--- config.mk ---
export PLATFORM = sky130hd
export DESIGN_NAME = asf_formatter
export DESIGN_NICKNAME = d
export VERILOG_FILES = /design/src/verilog/asf_formatter.v /design/src/verilog/asf_pin_sync.v /design/src/verilog/asf_clk_gen.v
export VERILOG_INCLUDE_DIRS = /design/src /design/src/verilog
export SDC_FILE = /design/constraint.sdc
export NUM_CORES = 1
export LEC_CHECK = 0
export BUFFER_PORTS_ARGS = -buffer_cell sky130_fd_sc_hd__buf_2
export CORE_AREA = 2 2 219 135
export CTS_BUF_LIST = sky130_fd_sc_hd__clkbuf_2 sky130_fd_sc_hd__clkbuf_4 sky130_fd_sc_hd__clkbuf_8
export CTS_CLUSTER_DIAMETER = 40
export DETAILED_ROUTE_END_ITERATION = 6
export DIE_AREA = 0 0 221 137
export HOLD_SLACK_MARGIN = 0.05
export PLACE_DENSITY = 0.73
export SKIP_LAST_GASP = 1
export SLEW_MARGIN = 5
export SYNTH_ARGS = -nofsm -noshare
export SYNTH_HDL_FRONTEND = slang
export SYNTH_SLANG_ARGS = --single-unit
--- constraint.sdc ---
create_clock -name CLK -period 11.71 [get_ports CLK]
set_input_delay 2.342 -clock CLK [delete_from_list [all_inputs] [get_ports CLK]]
set_output_delay 2.342 -clock CLK [all_outputs]
set_load 0.02 [all_outputs]
--- src/verilog/asf_regs.vh ---
// Purpose: register map, field positions and reset values of the
//          serial audio formatter
// Assumes: 32-bit Avalon-MM data, byte addresses, aligned words
// Notes:   definitions only
`ifndef ASF_REGS_VH
`define ASF_REGS_VH

// ****************************************************************
// register byte offsets
// ****************************************************************
`define ASF_ADDR_W        5
`define ASF_OFS_CTRL      5'h00
`define ASF_OFS_WLEN      5'h04
`define ASF_OFS_OFF1      5'h08
`define ASF_OFS_OFF2      5'h0C
`define ASF_OFS_LEFT      5'h10
`define ASF_OFS_RIGHT     5'h14
`define ASF_OFS_HALF      5'h18
`define ASF_OFS_STAT      5'h1C

// ****************************************************************
// control fields
// ****************************************************************
`define ASF_CTRL_DSP      0
`define ASF_CTRL_TSLOT    1
`define ASF_CTRL_SWAP     2
`define ASF_CTRL_BINV     3
`define ASF_CTRL_TRI      4
`define ASF_CTRL_PWR      5
`define ASF_CTRL_KEEP     6
`define ASF_CTRL_MASTER   7

// ****************************************************************
// status fields
// ****************************************************************
`define ASF_STAT_FRAME    0
`define ASF_STAT_RUN      1
`define ASF_STAT_CNT_LO   8

// ****************************************************************
// reset values and sizes
// ****************************************************************
`define ASF_CTRL_RST      8'h00
`define ASF_WLEN_RST      6'h10
`define ASF_OFF_RST       8'h00
`define ASF_HALF_RST      9'h020
`define ASF_WORD_RST      32'h0000_0000
`define ASF_BCLK_HALF_DIV 8'h04
`define ASF_CNT_W         10

`endif

--- src/verilog/asf_formatter.v ---
// Purpose: I2S and DSP serial audio output formatter with Avalon-MM
//          register access, time slots, swap, inversion and tri-state
// Assumes: CLK at 25 MHz, far above the bit clock rate
// Notes:   bit and word clocks are sampled pins in slave operation
//
// Overview of operation
// - I2S first channel MSB, second rise after fall
// - I2S other channel MSB, second rise after rise
// - DSP frame on word rise, left then right
// - DSP data valid on falling edge unless inverted
// - slots: first after offset1, second after offset2
// - swapped slots send right first, then left
// - tri-state release on every non-data bit slot
// - bit clock inversion swaps launch and sample edges
// - time slots use independent offsets, else offset2 is zero
// - generated clocks run only powered, unless kept
//
// Design decisions made here: the address map and the Avalon-MM interface to the registers.
`timescale 1ns/1ps
`default_nettype none
`include "asf_regs.vh"

module asf_formatter #(
	parameter [7:0] DIV_HALF = `ASF_BCLK_HALF_DIV,
	parameter       CW       = `ASF_CNT_W
) (
	// clock and reset
	input  wire        CLK,
	input  wire        RSTN,
	// avalon-mm slave
	input  wire [4:0]  AVS_ADDRESS,
	input  wire        AVS_READ,
	input  wire        AVS_WRITE,
	input  wire [31:0] AVS_WRITEDATA,
	input  wire [3:0]  AVS_BYTEENABLE,
	output reg  [31:0] AVS_READDATA,
	output reg         AVS_WAITREQUEST,
	// bit clock pin
	input  wire        BCLK_I,
	output wire        BCLK_O,
	output reg         BCLK_OEN,
	// word clock pin
	input  wire        WCLK_I,
	output wire        WCLK_O,
	output reg         WCLK_OEN,
	// serial data pin
	output reg         SDOUT_O,
	output reg         SDOUT_OEN
);

	// ****************************************************************
	// helper functions
	// ****************************************************************
	// byte-lane merge of a write into a word
	function [31:0] be_merge;
		input [31:0] old_v;
		input [31:0] new_v;
		input [3:0]  be;
		integer k;
		begin
			be_merge = old_v;
			for (k = 0; k < 4; k = k + 1) begin
				if (be[k]) begin
					be_merge[k*8 +: 8] = new_v[k*8 +: 8];
				end
			end
		end
	endfunction

	// bit counter inside a slot of given start and length
	function in_slot;
		input [CW-1:0] cnt;
		input [CW-1:0] st;
		input [CW-1:0] len;
		begin
			in_slot = (cnt >= st) && (cnt < st + len);
		end
	endfunction

	// msb-first bit pick of a word at slot position
	function pick_bit;
		input [31:0]   w;
		input [CW-1:0] cnt;
		input [CW-1:0] st;
		input [CW-1:0] len;
		reg   [CW-1:0] idx;
		begin
			idx      = len - {{(CW-1){1'b0}}, 1'b1} - (cnt - st);
			pick_bit = w[idx[4:0]];
		end
	endfunction

	// ****************************************************************
	// registers
	// ****************************************************************
	reg [7:0]    ctrl_r;
	reg [5:0]    wlen_r;
	reg [7:0]    off1_r;
	reg [7:0]    off2_r;
	reg [31:0]   left_r;
	reg [31:0]   right_r;
	reg [8:0]    half_r;
	reg          frame_flag_r;
	reg [31:0]   hold_l_r;
	reg [31:0]   hold_r_r;
	reg [CW-1:0] cnt_r;
	reg          bclk_prev_r;
	reg          wclk_last_r;

	wire         m_dsp    = ctrl_r[`ASF_CTRL_DSP];
	wire         m_tslot  = ctrl_r[`ASF_CTRL_TSLOT];
	wire         m_swap   = ctrl_r[`ASF_CTRL_SWAP];
	wire         m_binv   = ctrl_r[`ASF_CTRL_BINV];
	wire         m_tri    = ctrl_r[`ASF_CTRL_TRI];
	wire         m_pwr    = ctrl_r[`ASF_CTRL_PWR];
	wire         m_keep   = ctrl_r[`ASF_CTRL_KEEP];
	wire         m_master = ctrl_r[`ASF_CTRL_MASTER];

	wire         clk_run  = m_master & (m_pwr | m_keep);
	wire         launch_rise = m_dsp ^ m_binv;
	wire         i2s_half = !m_dsp && !m_tslot;

	// ****************************************************************
	// link clocks: pin sampling or local generation
	// ****************************************************************
	wire         bclk_pin;
	wire         wclk_pin;
	wire         gen_bclk;
	wire         gen_wclk;

	asf_pin_sync u_sync_bclk (
		.clk  (CLK),
		.rstn (RSTN),
		.d    (BCLK_I),
		.q    (bclk_pin)
	);

	asf_pin_sync u_sync_wclk (
		.clk  (CLK),
		.rstn (RSTN),
		.d    (WCLK_I),
		.q    (wclk_pin)
	);

	asf_clk_gen #(
		.DIV_HALF (DIV_HALF)
	) u_gen (
		.clk         (CLK),
		.rstn        (RSTN),
		.run         (clk_run),
		.launch_rise (launch_rise),
		.bclks_half  (half_r),
		.bclk        (gen_bclk),
		.wclk        (gen_wclk)
	);

	assign BCLK_O = gen_bclk;
	assign WCLK_O = gen_wclk;

	wire bclk_now = m_master ? gen_bclk : bclk_pin;
	wire wclk_now = m_master ? gen_wclk : wclk_pin;

	// ****************************************************************
	// frame timing
	// ****************************************************************
	// data changes on the launch edge, receiver samples the other
	wire launch    = (bclk_now != bclk_prev_r) &&
	                 (bclk_now == launch_rise);
	wire wclk_edge = launch && (wclk_now != wclk_last_r);
	// half-frame i2s starts at both edges, else at one edge only
	wire start     = i2s_half ? wclk_edge :
	                 (wclk_edge && (wclk_now == m_dsp));
	wire [CW-1:0] cnt_max = {CW{1'b1}};
	wire [CW-1:0] cnt_now = start ? {CW{1'b0}} :
	                        ((cnt_r == cnt_max) ? cnt_r :
	                         cnt_r + {{(CW-1){1'b0}}, 1'b1});

	// slot positions; i2s adds one bclk of standard delay
	wire [CW-1:0] dly  = m_dsp ? {CW{1'b0}} :
	                     {{(CW-1){1'b0}}, 1'b1};
	wire [CW-1:0] wl   = {{(CW-6){1'b0}}, wlen_r};
	wire [CW-1:0] o1   = {{(CW-8){1'b0}}, off1_r};
	wire [CW-1:0] o2   = m_tslot ? {{(CW-8){1'b0}}, off2_r} :
	                     {CW{1'b0}};
	wire [CW-1:0] st1  = o1 + dly;
	wire [CW-1:0] st2  = st1 + wl + o2;

	wire hit1 = in_slot(cnt_now, st1, wl);
	wire hit2 = !i2s_half && in_slot(cnt_now, st2, wl);

	// low word clock half carries left in plain i2s
	wire ch1_right = i2s_half ? (wclk_now ^ m_swap) : m_swap;
	// fresh samples at frame start, so the first bit is never stale
	wire latch = start && (!i2s_half || !(wclk_now ^ m_swap) || m_swap);
	wire [31:0] cur_l = latch ? left_r : hold_l_r;
	wire [31:0] cur_r = latch ? right_r : hold_r_r;
	wire [31:0] word1 = ch1_right ? cur_r : cur_l;
	wire [31:0] word2 = ch1_right ? cur_l : cur_r;

	wire bit_now = hit1 ? pick_bit(word1, cnt_now, st1, wl) :
	               hit2 ? pick_bit(word2, cnt_now, st2, wl) :
	               1'b0;

	// edge tracking, bit counter and sample capture
	always @(posedge CLK or negedge RSTN) begin
		if (!RSTN) begin
			bclk_prev_r <= 1'b0;
			wclk_last_r <= 1'b0;
			cnt_r       <= {CW{1'b0}};
			hold_l_r    <= `ASF_WORD_RST;
			hold_r_r    <= `ASF_WORD_RST;
		end else begin
			bclk_prev_r <= bclk_now;
			if (launch) begin
				wclk_last_r <= wclk_now;
				cnt_r       <= cnt_now;
			end
			if (latch) begin
				hold_l_r <= left_r;
				hold_r_r <= right_r;
			end
		end
	end

	// serial data and release of unused slots
	always @(posedge CLK or negedge RSTN) begin
		if (!RSTN) begin
			SDOUT_O   <= 1'b0;
			SDOUT_OEN <= 1'b1;
		end else if (!m_pwr) begin
			SDOUT_O   <= 1'b0;
			SDOUT_OEN <= m_tri;
		end else if (launch) begin
			SDOUT_O   <= bit_now;
			SDOUT_OEN <= m_tri && !(hit1 || hit2);
		end
	end

	// clock pin drivers enabled in master operation
	always @(posedge CLK or negedge RSTN) begin
		if (!RSTN) begin
			BCLK_OEN <= 1'b1;
			WCLK_OEN <= 1'b1;
		end else begin
			BCLK_OEN <= !m_master;
			WCLK_OEN <= !m_master;
		end
	end

	// ****************************************************************
	// avalon-mm slave
	// ****************************************************************
	wire take_wr = AVS_WRITE && !AVS_WAITREQUEST;
	wire [31:0] wd = AVS_WRITEDATA;
	wire [3:0]  be = AVS_BYTEENABLE;
	reg  [31:0] rd_val;
	wire [31:0] half_m = be_merge({23'h00_0000, half_r}, wd, be);

	// read mux; unmapped offsets read zero
	always @* begin
		rd_val = 32'h0000_0000;
		case (AVS_ADDRESS)
		`ASF_OFS_CTRL:  rd_val[7:0] = ctrl_r;
		`ASF_OFS_WLEN:  rd_val[5:0] = wlen_r;
		`ASF_OFS_OFF1:  rd_val[7:0] = off1_r;
		`ASF_OFS_OFF2:  rd_val[7:0] = off2_r;
		`ASF_OFS_LEFT:  rd_val = left_r;
		`ASF_OFS_RIGHT: rd_val = right_r;
		`ASF_OFS_HALF:  rd_val[8:0] = half_r;
		`ASF_OFS_STAT: begin
			rd_val[`ASF_STAT_FRAME] = frame_flag_r;
			rd_val[`ASF_STAT_RUN]   = clk_run;
			rd_val[`ASF_STAT_CNT_LO +: CW] = cnt_r;
		end
		default:        rd_val = 32'h0000_0000;
		endcase
	end

	// one wait cycle, then answer; request taken at waitrequest low
	always @(posedge CLK or negedge RSTN) begin
		if (!RSTN) begin
			AVS_WAITREQUEST <= 1'b1;
			AVS_READDATA    <= 32'h0000_0000;
		end else if ((AVS_READ || AVS_WRITE) && AVS_WAITREQUEST) begin
			AVS_WAITREQUEST <= 1'b0;
			AVS_READDATA    <= rd_val;
		end else begin
			AVS_WAITREQUEST <= 1'b1;
		end
	end

	// register writes with byte enables
	always @(posedge CLK or negedge RSTN) begin
		if (!RSTN) begin
			ctrl_r  <= `ASF_CTRL_RST;
			wlen_r  <= `ASF_WLEN_RST;
			off1_r  <= `ASF_OFF_RST;
			off2_r  <= `ASF_OFF_RST;
			left_r  <= `ASF_WORD_RST;
			right_r <= `ASF_WORD_RST;
			half_r  <= `ASF_HALF_RST;
		end else if (take_wr) begin
			case (AVS_ADDRESS)
			`ASF_OFS_CTRL:  if (be[0]) ctrl_r <= wd[7:0];
			`ASF_OFS_WLEN:  if (be[0]) wlen_r <= wd[5:0];
			`ASF_OFS_OFF1:  if (be[0]) off1_r <= wd[7:0];
			`ASF_OFS_OFF2:  if (be[0]) off2_r <= wd[7:0];
			`ASF_OFS_LEFT:  left_r  <= be_merge(left_r, wd, be);
			`ASF_OFS_RIGHT: right_r <= be_merge(right_r, wd, be);
			`ASF_OFS_HALF:  half_r <= half_m[8:0];
			default: ;
			endcase
		end
	end

	// sticky frame flag; capture wins over a write-one clear
	always @(posedge CLK or negedge RSTN) begin
		if (!RSTN) begin
			frame_flag_r <= 1'b0;
		end else if (start) begin
			frame_flag_r <= 1'b1;
		end else if (take_wr && (AVS_ADDRESS == `ASF_OFS_STAT) &&
		             be[0] && wd[`ASF_STAT_FRAME]) begin
			frame_flag_r <= 1'b0;
		end
	end

endmodule

`default_nettype wire

--- src/verilog/asf_pin_sync.v ---
// Purpose: three-stage synchroniser with agreement filter for a pin
// Assumes: d is asynchronous to clk
// Notes:   q follows only when the second and third stages agree
`timescale 1ns/1ps
`default_nettype none

module asf_pin_sync (
	// clock and reset
	input  wire clk,
	input  wire rstn,
	// pin in, filtered level out
	input  wire d,
	output reg  q
);

	reg s1_r;
	reg s2_r;
	reg s3_r;

	// ****************************************************************
	// synchroniser chain
	// ****************************************************************
	// first stage feeds only the second stage
	always @(posedge clk or negedge rstn) begin
		if (!rstn) begin
			s1_r <= 1'b0;
			s2_r <= 1'b0;
			s3_r <= 1'b0;
			q    <= 1'b0;
		end else begin
			s1_r <= d;
			s2_r <= s1_r;
			s3_r <= s2_r;
			if (s2_r == s3_r) begin
				q <= s3_r;
			end
		end
	end

endmodule

`default_nettype wire

--- src/verilog/asf_clk_gen.v ---
// Purpose: bit clock and word clock generator for master operation
// Assumes: one system clock; bit clock half period is DIV_HALF cycles
// Notes:   clocks freeze in place while run is low
`timescale 1ns/1ps
`default_nettype none
`include "asf_regs.vh"

module asf_clk_gen #(
	parameter [7:0] DIV_HALF = `ASF_BCLK_HALF_DIV
) (
	// clock and reset
	input  wire       clk,
	input  wire       rstn,
	// control
	input  wire       run,
	input  wire       launch_rise,
	input  wire [8:0] bclks_half,
	// generated clocks
	output reg        bclk,
	output reg        wclk
);

	reg [7:0] div_r;
	reg [8:0] cnt_r;

	// ****************************************************************
	// divider and half-frame counter
	// ****************************************************************
	// word clock toggles on the launch edge of the bit clock
	always @(posedge clk or negedge rstn) begin
		if (!rstn) begin
			div_r <= 8'h00;
			cnt_r <= 9'h000;
			bclk  <= 1'b0;
			wclk  <= 1'b0;
		end else if (!run) begin
			div_r <= 8'h00;
		end else if (div_r == DIV_HALF - 8'h01) begin
			div_r <= 8'h00;
			bclk  <= ~bclk;
			if ((~bclk) == launch_rise) begin
				if (cnt_r >= bclks_half - 9'h001) begin
					cnt_r <= 9'h000;
					wclk  <= ~wclk;
				end else begin
					cnt_r <= cnt_r + 9'h001;
				end
			end
		end else begin
			div_r <= div_r + 8'h01;
		end
	end

endmodule

`default_nettype wire

==> results of run 1 <==
area by class of cell:
| class | count | share of cell area [%] |
|---|---|---|
| clock buffer | 57 | 4.15 |
| clock inverter | 12 | 1.08 |
| inverter | 67 | 1.49 |
| multi-input combinational | 1085 | 51.5 |
| sequential | 243 | 35.9 |
| tap | 375 | 2.77 |
| timing repair buffer | 97 | 3.10 |
synthesized netlist by cell type, drive strengths merged, types with 28 or more instances:
cell / instances / share of area (%)
a21oi: 46 / 1.5
buf: 31 / 1.5
clkbuf: 35 / 0.85
dfrtp: 238 / 39
ha: 86 / 7.0
inv: 65 / 1.6
mux2: 168 / 12
mux2i: 97 / 6.3
nand2: 160 / 3.9
nand3: 31 / 1.0
nor2: 77 / 1.9
o21ai: 48 / 1.6
xnor2: 34 / 1.9
xor2: 28 / 1.6
kinds of logic after synthesis:
logic type               after synthesis  synth area share, %
XOR/XNOR                              63                 3.67
multiplexers                         281                 21.0
adder cells (fa/ha/maj)              100                 8.62
flip-flops                           243                 39.5
AND/OR/NAND/NOR                      369                 11.0
other                                  1               0.0244
buffers and inverters                133                 3.97
AO/OA/AOI/OAI                        271                 12.2
per-layer routing:
layer	track usage, %	routed length (µm)
met3	12.5	5710
met2	37.2	16100
met4	5.52	461
met5	0	0
met1	44.4	20900
report_power, final:
group,total (W),leakage [nW],internal (W),switching [W]
Combinational,0.00178,4.54,0.000713,0.00107
Sequential,0.00103,3.28,0.000926,0.0000989
Clock,0.000838,0.456,0.000478,0.000360
state kept, by name, summed over array words and instances, names as in the netlist, 6 cells and up:
signal        flops
u_gen.cnt_r       9
left_r           32
off2_r            8
AVS_READDATA     32
hold_l_r         32
off1_r            8
half_r            9
wlen_r            6
cnt_r            10
u_gen.div_r       8
right_r          32
hold_r_r         32
ctrl_r            8
through the flow:
stage	setup WS (ns)	total power [W]	hold slack, ns	area [µm²]	instances
final	5.23	0.00364	0.352	16900	1936
after global routing	4.79	0.00384	0.367	16900	1936
after detailed placement	5.40	0.00275	0.342	16000	1867
after CTS	5.37	0.00359	0.357	16900	1936
after floorplan	6.53	0.00226	0.331	15400	1461
after global placement	5.70	0.00271	0.333	16000	1867
worst max-delay path, cell delays in order, from the launching register on:
cell and delay [ns]:
sky130_fd_sc_hd__dfrtp_1 0.43, sky130_fd_sc_hd__inv_1 0.14, sky130_fd_sc_hd__ha_1 0.20, sky130_fd_sc_hd__ha_1 0.26
sky130_fd_sc_hd__xor2_1 0.27, sky130_fd_sc_hd__ha_1 0.33, sky130_fd_sc_hd__a21oi_1 0.31, sky130_fd_sc_hd__o21ai_0 0.17
sky130_fd_sc_hd__a211oi_1 0.71, sky130_fd_sc_hd__xor2_1 0.30, sky130_fd_sc_hd__xor2_1 0.24, sky130_fd_sc_hd__ha_1 0.30
sky130_fd_sc_hd__nor2b_1 0.14, sky130_fd_sc_hd__o21a_1 0.19, sky130_fd_sc_hd__xnor2_1 0.13, sky130_fd_sc_hd__ha_1 0.30
sky130_fd_sc_hd__a21oi_1 0.15, sky130_fd_sc_hd__nor2b_1 0.05, sky130_fd_sc_hd__o21ai_0 0.16, sky130_fd_sc_hd__o2111ai_1 0.13
sky130_fd_sc_hd__a211oi_1 0.79, sky130_fd_sc_hd__nor4b_2 0.33, sky130_fd_sc_hd__a21oi_1 0.06, sky130_fd_sc_hd__o311ai_1 0.26
path summary, 6_finish.rpt:
kind	startpoint	slack, ns	to
max	ctrl_r[0]	5.23	SDOUT_O
min	u_sync_wclk.s1_r	0.35	u_sync_wclk.s2_r
max reg2reg	ctrl_r[0]	5.23	SDOUT_O
min reg2reg	u_sync_wclk.s1_r	0.35	u_sync_wclk.s2_r
max in group asynchronous	RSTN	8.40	left_r[12]
min in group asynchronous	RSTN	1.73	u_gen.cnt_r[6]
placed cells by master, fill, tap and decap left out, types with 6 or more instances in the layout:
cell and count:
sky130_fd_sc_hd__o211ai_1 8, sky130_fd_sc_hd__inv_1 65, sky130_fd_sc_hd__clkbuf_8 44, sky130_fd_sc_hd__a21oi_1 46, sky130_fd_sc_hd__and2_1 16, sky130_fd_sc_hd__clkbuf_4 13
sky130_fd_sc_hd__mux2_1 13, sky130_fd_sc_hd__ha_1 86, sky130_fd_sc_hd__a21o_1 25, sky130_fd_sc_hd__o22ai_1 12, sky130_fd_sc_hd__mux2i_1 97, sky130_fd_sc_hd__o31ai_1 21
sky130_fd_sc_hd__nor2b_1 11, sky130_fd_sc_hd__nor3_1 24, sky130_fd_sc_hd__o21a_1 10, sky130_fd_sc_hd__buf_4 12, sky130_fd_sc_hd__a22o_1 20, sky130_fd_sc_hd__nand2_1 159
sky130_fd_sc_hd__a211oi_1 9, sky130_fd_sc_hd__buf_2 84, sky130_fd_sc_hd__xor2_1 28, sky130_fd_sc_hd__nand3_1 31, sky130_fd_sc_hd__nor2_1 77, sky130_fd_sc_hd__o21bai_1 7
sky130_fd_sc_hd__nand2b_1 9, sky130_fd_sc_hd__a31oi_1 11, sky130_fd_sc_hd__a22oi_1 9, sky130_fd_sc_hd__mux4_2 16, sky130_fd_sc_hd__dfrtp_1 238, sky130_fd_sc_hd__a311oi_1 6
sky130_fd_sc_hd__a21boi_0 6, sky130_fd_sc_hd__xnor2_1 34, sky130_fd_sc_hd__o21ai_0 44, sky130_fd_sc_hd__fa_1 11, sky130_fd_sc_hd__and3_1 10, sky130_fd_sc_hd__mux2_2 151
==> results.py, run 1 <==
metrics = {
    "outcome": {
        "status": "completed",
    },
    "floorplan": {
        "floorplan.initialDensity_pct": 54.4,
        "fp-row-count": 48,
        "die_height_um": 137,
        "dieArea_um2": 30300,
        "core_area_um2": 28300,
        "top_level_ports": 86,
        "die_w_um": 221,
    },
    "synthesis": {
        "synth_warnings": 0,
        "synth_top_flop_cell": "sky130_fd_sc_hd__dfrtp_1",
        "synth_area_um2": 15400,
        "ys_ff_latch": 243,
        "post_synthesis_average_cell_area_um2": 10.5,
        "netlist_instances": 1461,
        "ys_async_sr_fraction_pct": 100,
        "synth-edff-count": 0,
        "syn_nets": 1605,
        "ys_seq_area_share_pct": 39.5,
        "synthDistinctLibCells": 76,
    },
    "finish": {
        "antenna-diode-count": 0,
        "final_nets": 1677,
        "fill_cells": 2371,
        "area_delta_synth_final_pct": 10.0,
        "layout.core_utilization_pct": 59.9,
        "multi_input_gate_area_um2": 8710,
        "final-seq-area_um2": 6090,
        "drive_gt1_share_pct": 22.7,
    },
    "drt": {
        "detail-route-antenna-nets": 0,
        "wl_per_cell_um": 22.3,
        "vias_after_detailed_routing": 11800,
        "routed_via_density": 6.11,
        "detail_route.wirelength_mm": 43.2,
        "drtPass1Iterations": 6,
        "drc_errors": 0,
        "drt_first_iter_violations": 1212,
    },
    "worst_setup_path": {
        "data_required_time_of_the_critical_path_ns": 12.19,
        "critical_path_class": "reg2reg",
        "worstRegToRegCells": 23,
        "critical_path.endpoint_type": "flop",
        "worst_setup_path_start_kind": "flop",
        "timing.critical_path.fanout_max": 6,
        "timing.critical_path.arrival_ns": 6.96,
    },
    "clocking": {
        "post-cts-setup-buffers": 0,
        "htreeDepth": 2,
        "cts_num_sinks": 243,
        "cts_tree": "done",
        "root_buffer": "sky130_fd_sc_hd__clkbuf_8",
        "post_cts_hold_buffer_count": 0,
        "cts_buffers": 39,
        "clk_transition_reported_paths_ns": 0.06,
        "insertion_delay_ns": 0.58,
        "cts_max_path_buffers": 3,
        "cts.repair.resized": 0,
    },
    "global_route": {
        "number_of_antenna_violations_at_the_first_check_in_global_routing": 1,
        "grt_pass1_wl_mm": 67.3,
        "via_count_of_the_first_global_routing_pass": 11500,
        "groute.usage.overall_pct": 29.0,
        "grt_remaining_overflow": 0,
        "pin_count_of_the_biggest_net_entering_global_routing": 90,
    },
    "sta": {
        "slew_violations": 0,
        "clock_skew_ns": 0.0275,
        "post-route-period-util_pct": 55.4,
        "setup_tns_ns": 0,
        "total_count_of_hold_check_failures_in_the_final_report": 0,
        "setup-violations-final": 0,
        "period_minus_slack_ns": 6.48,
        "max_slew_margin_vs_limit_pct": 27.8,
        "rsz0062_at_grt": "false",
        "worst_slew_pin_slew_ns": 1.08,
        "max_clock_freq_mhz": 154,
    },
    "power_and_ir_drop": {
        "leakagePower_nw": 8.28,
        "worst_vdd_ir_uv": 191,
        "power_density_cells_nw_per_um2": 215,
    },
    "place": {
        "place_congestion": 0.971,
        "dpl.hpwl_mm": 32.0,
        "io_buffers": 85,
    },
    "hold_path": {
        "timing.hold.worst_path_depth": 0,
        "hold_class": "reg2reg",
    },
    "job": {
        "max_cap_violations": 0,
    },
}
(Power assumes the default switching activity.)
==> run 2: changes to the inputs <==
Settings changed: ABC_AREA set to 1, CORE_AREA 2 2 219 135 to 2 2 216 133, DIE_AREA 0 0 221 137 to 0 0 218 135, PLACE_DENSITY 0.73 to 0.74.
Clock period 11.71 ns to 6.6 ns, I/O delays scaled along.
==> run 2 against run 1 <==
Against the previous run:
- clock power is 78% higher
- largest power group unchanged
- worst setup slack worse by 4.8 ns
- worst hold slack got worse by 0.0031 ns
- count of clock-buffer cells in the layout up 2
- die area down 2.8%
- clock skew increased by 0.016 ns
==> results.py, run 2 <==
metrics = {
    "synthesis": {
        "synth_area_um2": 15000,
        "post_synth_top_area_cell": "sky130_fd_sc_hd__dfrtp_1",
        "synth_warnings": 0,
        "synth-edff-count": 0,
        "yosys.area.top_type_share_pct": 39.8,
        "ys_seq_area_share_pct": 40.7,
        "netlist_instances": 1962,
        "post_synthesis_average_cell_area_um2": 7.63,
        "ys_ff_latch": 243,
        "syn_nets": 2106,
        "synthDistinctLibCells": 52,
        "synthMostInstantiatedCell": "sky130_fd_sc_hd__nand2_1",
        "ys_async_sr_fraction_pct": 100,
        "synth_area_leaders": "sky130_fd_sc_hd__dfrtp_1, sky130_fd_sc_hd__nand2_1, sky130_fd_sc_hd__nand3_1",
        "synth_top_flop_cell": "sky130_fd_sc_hd__dfrtp_1",
        "ys_top_cells_by_count": "sky130_fd_sc_hd__nand2_1, sky130_fd_sc_hd__inv_1, sky130_fd_sc_hd__nand3_1",
    },
    "place": {
        "post-place-ws_ns": 0.401,
        "io_buffers": 85,
        "place_congestion": 0.991,
        "dpl.hpwl_mm": 31.9,
    },
    "clocking": {
        "cts_buffers": 39,
        "root_buffer": "sky130_fd_sc_hd__clkbuf_8",
        "post-cts-setup-buffers": 0,
        "htreeDepth": 2,
        "cts_num_sinks": 243,
        "cts_tree": "done",
        "insertion_delay_ns": 0.58,
        "clk_transition_reported_paths_ns": 0.07,
        "cts_max_path_buffers": 3,
    },
    "finish": {
        "final_nets": 2174,
        "area_delta_synth_final_pct": 10.6,
        "mostFrequentLayoutCell": "sky130_fd_sc_hd__nand2_1",
        "fill_cells": 2416,
        "layout.core_utilization_pct": 60.7,
        "antenna-diode-count": 0,
        "final-seq-area_um2": 6090,
        "drive_gt1_share_pct": 10.0,
        "multi_input_gate_area_um2": 7490,
        "final_cell_mix": "sky130_fd_sc_hd__nand2_1, sky130_fd_sc_hd__inv_1, sky130_fd_sc_hd__nand3_1",
    },
    "power_and_ir_drop": {
        "power_density_cells_nw_per_um2": 402,
        "leakagePower_nw": 8.32,
        "worst_vdd_ir_uv": 296,
    },
    "drt": {
        "drt_first_iter_violations": 1496,
        "routed-wl-met2_mm": 17.3,
        "top_layer": "met5",
        "detail-route-antenna-nets": 0,
        "met3_wirelength_mm": 4.77,
        "drt-met1-wl_mm": 21.0,
        "wl_per_cell_um": 18.2,
        "routed_via_density": 5.62,
        "drc_errors": 0,
        "detail_route.wirelength_mm": 44.1,
        "drtPass1Iterations": 5,
        "vias_after_detailed_routing": 13600,
    },
    "worst_setup_path": {
        "regToRegStartpoint": "ctrl_r[0]",
        "worst_path_dominant_cell_family": "compound AO/OA/AOI/OAI gates",
        "worstRegToRegCells": 32,
        "worst_path_max_delay_cell": "sky130_fd_sc_hd__dfrtp_1",
        "critical_path.endpoint_type": "flop",
        "reg2reg_slack_ns": 0.45,
        "cpPeakStageDelay_ns": 0.44,
        "critical_path_class": "reg2reg",
        "timing.critical_path.fanout_max": 6,
        "worst_setup_path_start_kind": "flop",
        "cp-startpoint": "ctrl_r[0]",
        "timing.critical_path.arrival_ns": 6.67,
        "data_required_time_of_the_critical_path_ns": 7.12,
        "timing.critical_path.depth": 32,
        "critPathBufInv": 7,
    },
    "global_route": {
        "grt_pass1_wl_mm": 70.1,
        "grt_remaining_overflow": 0,
        "pin_count_of_the_biggest_net_entering_global_routing": 144,
        "groute.usage.overall_pct": 30.5,
        "via_count_of_the_first_global_routing_pass": 12900,
        "number_of_antenna_violations_at_the_first_check_in_global_routing": 1,
    },
    "sta": {
        "setup_tns_ns": 0,
        "period_minus_slack_ns": 6.15,
        "max_clock_freq_mhz": 163,
        "max_slew_margin_vs_limit_pct": 26.6,
        "slew_violations": 0,
        "clock_skew_ns": 0.0432,
        "post-route-period-util_pct": 93.2,
        "worst_slew_pin_slew_ns": 1.09,
        "least_setup_slack_across_all_paths_after_layout_ns": 0.448,
        "min_hold_slack_ns": 0.349,
        "setup-violations-final": 0,
        "total_count_of_hold_check_failures_in_the_final_report": 0,
        "rsz0062_at_grt": "false",
    },
    "hold_path": {
        "holdCritStartpoint": "u_sync_wclk.s1_r",
        "hold_class": "reg2reg",
        "timing.hold.worst_path_depth": 0,
    },
    "floorplan": {
        "fp-row-count": 47,
        "die_w_um": 218,
        "die_height_um": 135,
        "top_level_ports": 86,
        "floorplan.initialDensity_pct": 54.9,
        "core_area_um2": 27300,
        "dieArea_um2": 29400,
    },
    "job": {
        "max_cap_violations": 0,
    },
    "outcome": {
        "status": "completed",
    },
}
==> run 2: cell types whose count changed after synthesis, sizes merged, moves of 22 or more <==
cell / change
a21oi: +41
inv: +221
mux2: -168
mux2i: -97
nand2: +306
nand3: +222
o21ai: +131
xnor2: -22
==> run 2: worst register-to-register path: cells and delay by family, from the launching register on <==
kind                       cells  cell delay (ns)
AOI/OAI and AO/OA              8             1.73
DFF                            1             0.44
buffers and inverters          7             0.61
adders and majority gates      6             1.66
xor gates and xnor gates       4             0.81
and+or+nand+nor                7             0.83
==> run 2: kinds of logic (layout without fill, tap and decap cells) <==
logic type | after synthesis | after routing | synth area share, %
simple gates | 890 | 890 | 26.4
buf+inv | 361 | 458 | 9.58
compound gates | 315 | 315 | 11.4
flops | 243 | 243 | 40.7
fa+ha+maj | 99 | 99 | 8.79
xor+xnor | 53 | 53 | 3.15
other cells | 1 | 1 | 0.0250
==> run 2: power breakdown <==
| part | leakage, nW | total [W] | switching, W | internal, W |
|---|---|---|---|---|
| clock | 0.453 | 0.00149 | 0.000650 | 0.000838 |
| combinational | 4.65 | 0.00332 | 0.00222 | 0.00110 |
| sequential | 3.21 | 0.00185 | 0.000134 | 0.00172 |
==> run 2: final cells by class <==
type	instances	area share, %
Sequential cell	243	36.8
Multi-Input combinational cell	1358	45.2
Clock inverter	11	0.891
Inverter	289	6.56
Timing Repair Buffer	99	3.34
Clock buffer	59	4.45
Tap cell	367	2.77
==> run 2: final timing paths <==
path / end
worst min-delay path: u_sync_wclk.s2_r
min in group asynchronous: u_sync_wclk.q
worst max-delay path: SDOUT_O
max in group asynchronous: hold_l_r[21]
worst max register to register: SDOUT_O
worst min register to register: u_sync_wclk.s2_r
==> run 2: per-stage QoR <==
stage	cell area, µm²	total power, W	cells
after floorplan	15000	0.00408	1962
after global placement	15700	0.00506	2356
after detailed placement	15700	0.00512	2356
after CTS	16500	0.00661	2426
after global routing	16600	0.00712	2426
final	16600	0.00667	2426
==> run 2: repair_timing <==
action / 4_1_cts / 5_1_grt
gates resized for setup: 0 / 3
endpoints found under the hold margin: 0 / 0
endpoints found under the setup margin: 0 / 2
hold buffers: 0 / 0
==> run 2: layer usage <==
layer,vias to the layer above,global-route usage (%)
li1,6500,-
met1,6419,47.2
met2,614,41.3
met3,88,8.74
met4,2,8.24
met5,-,0
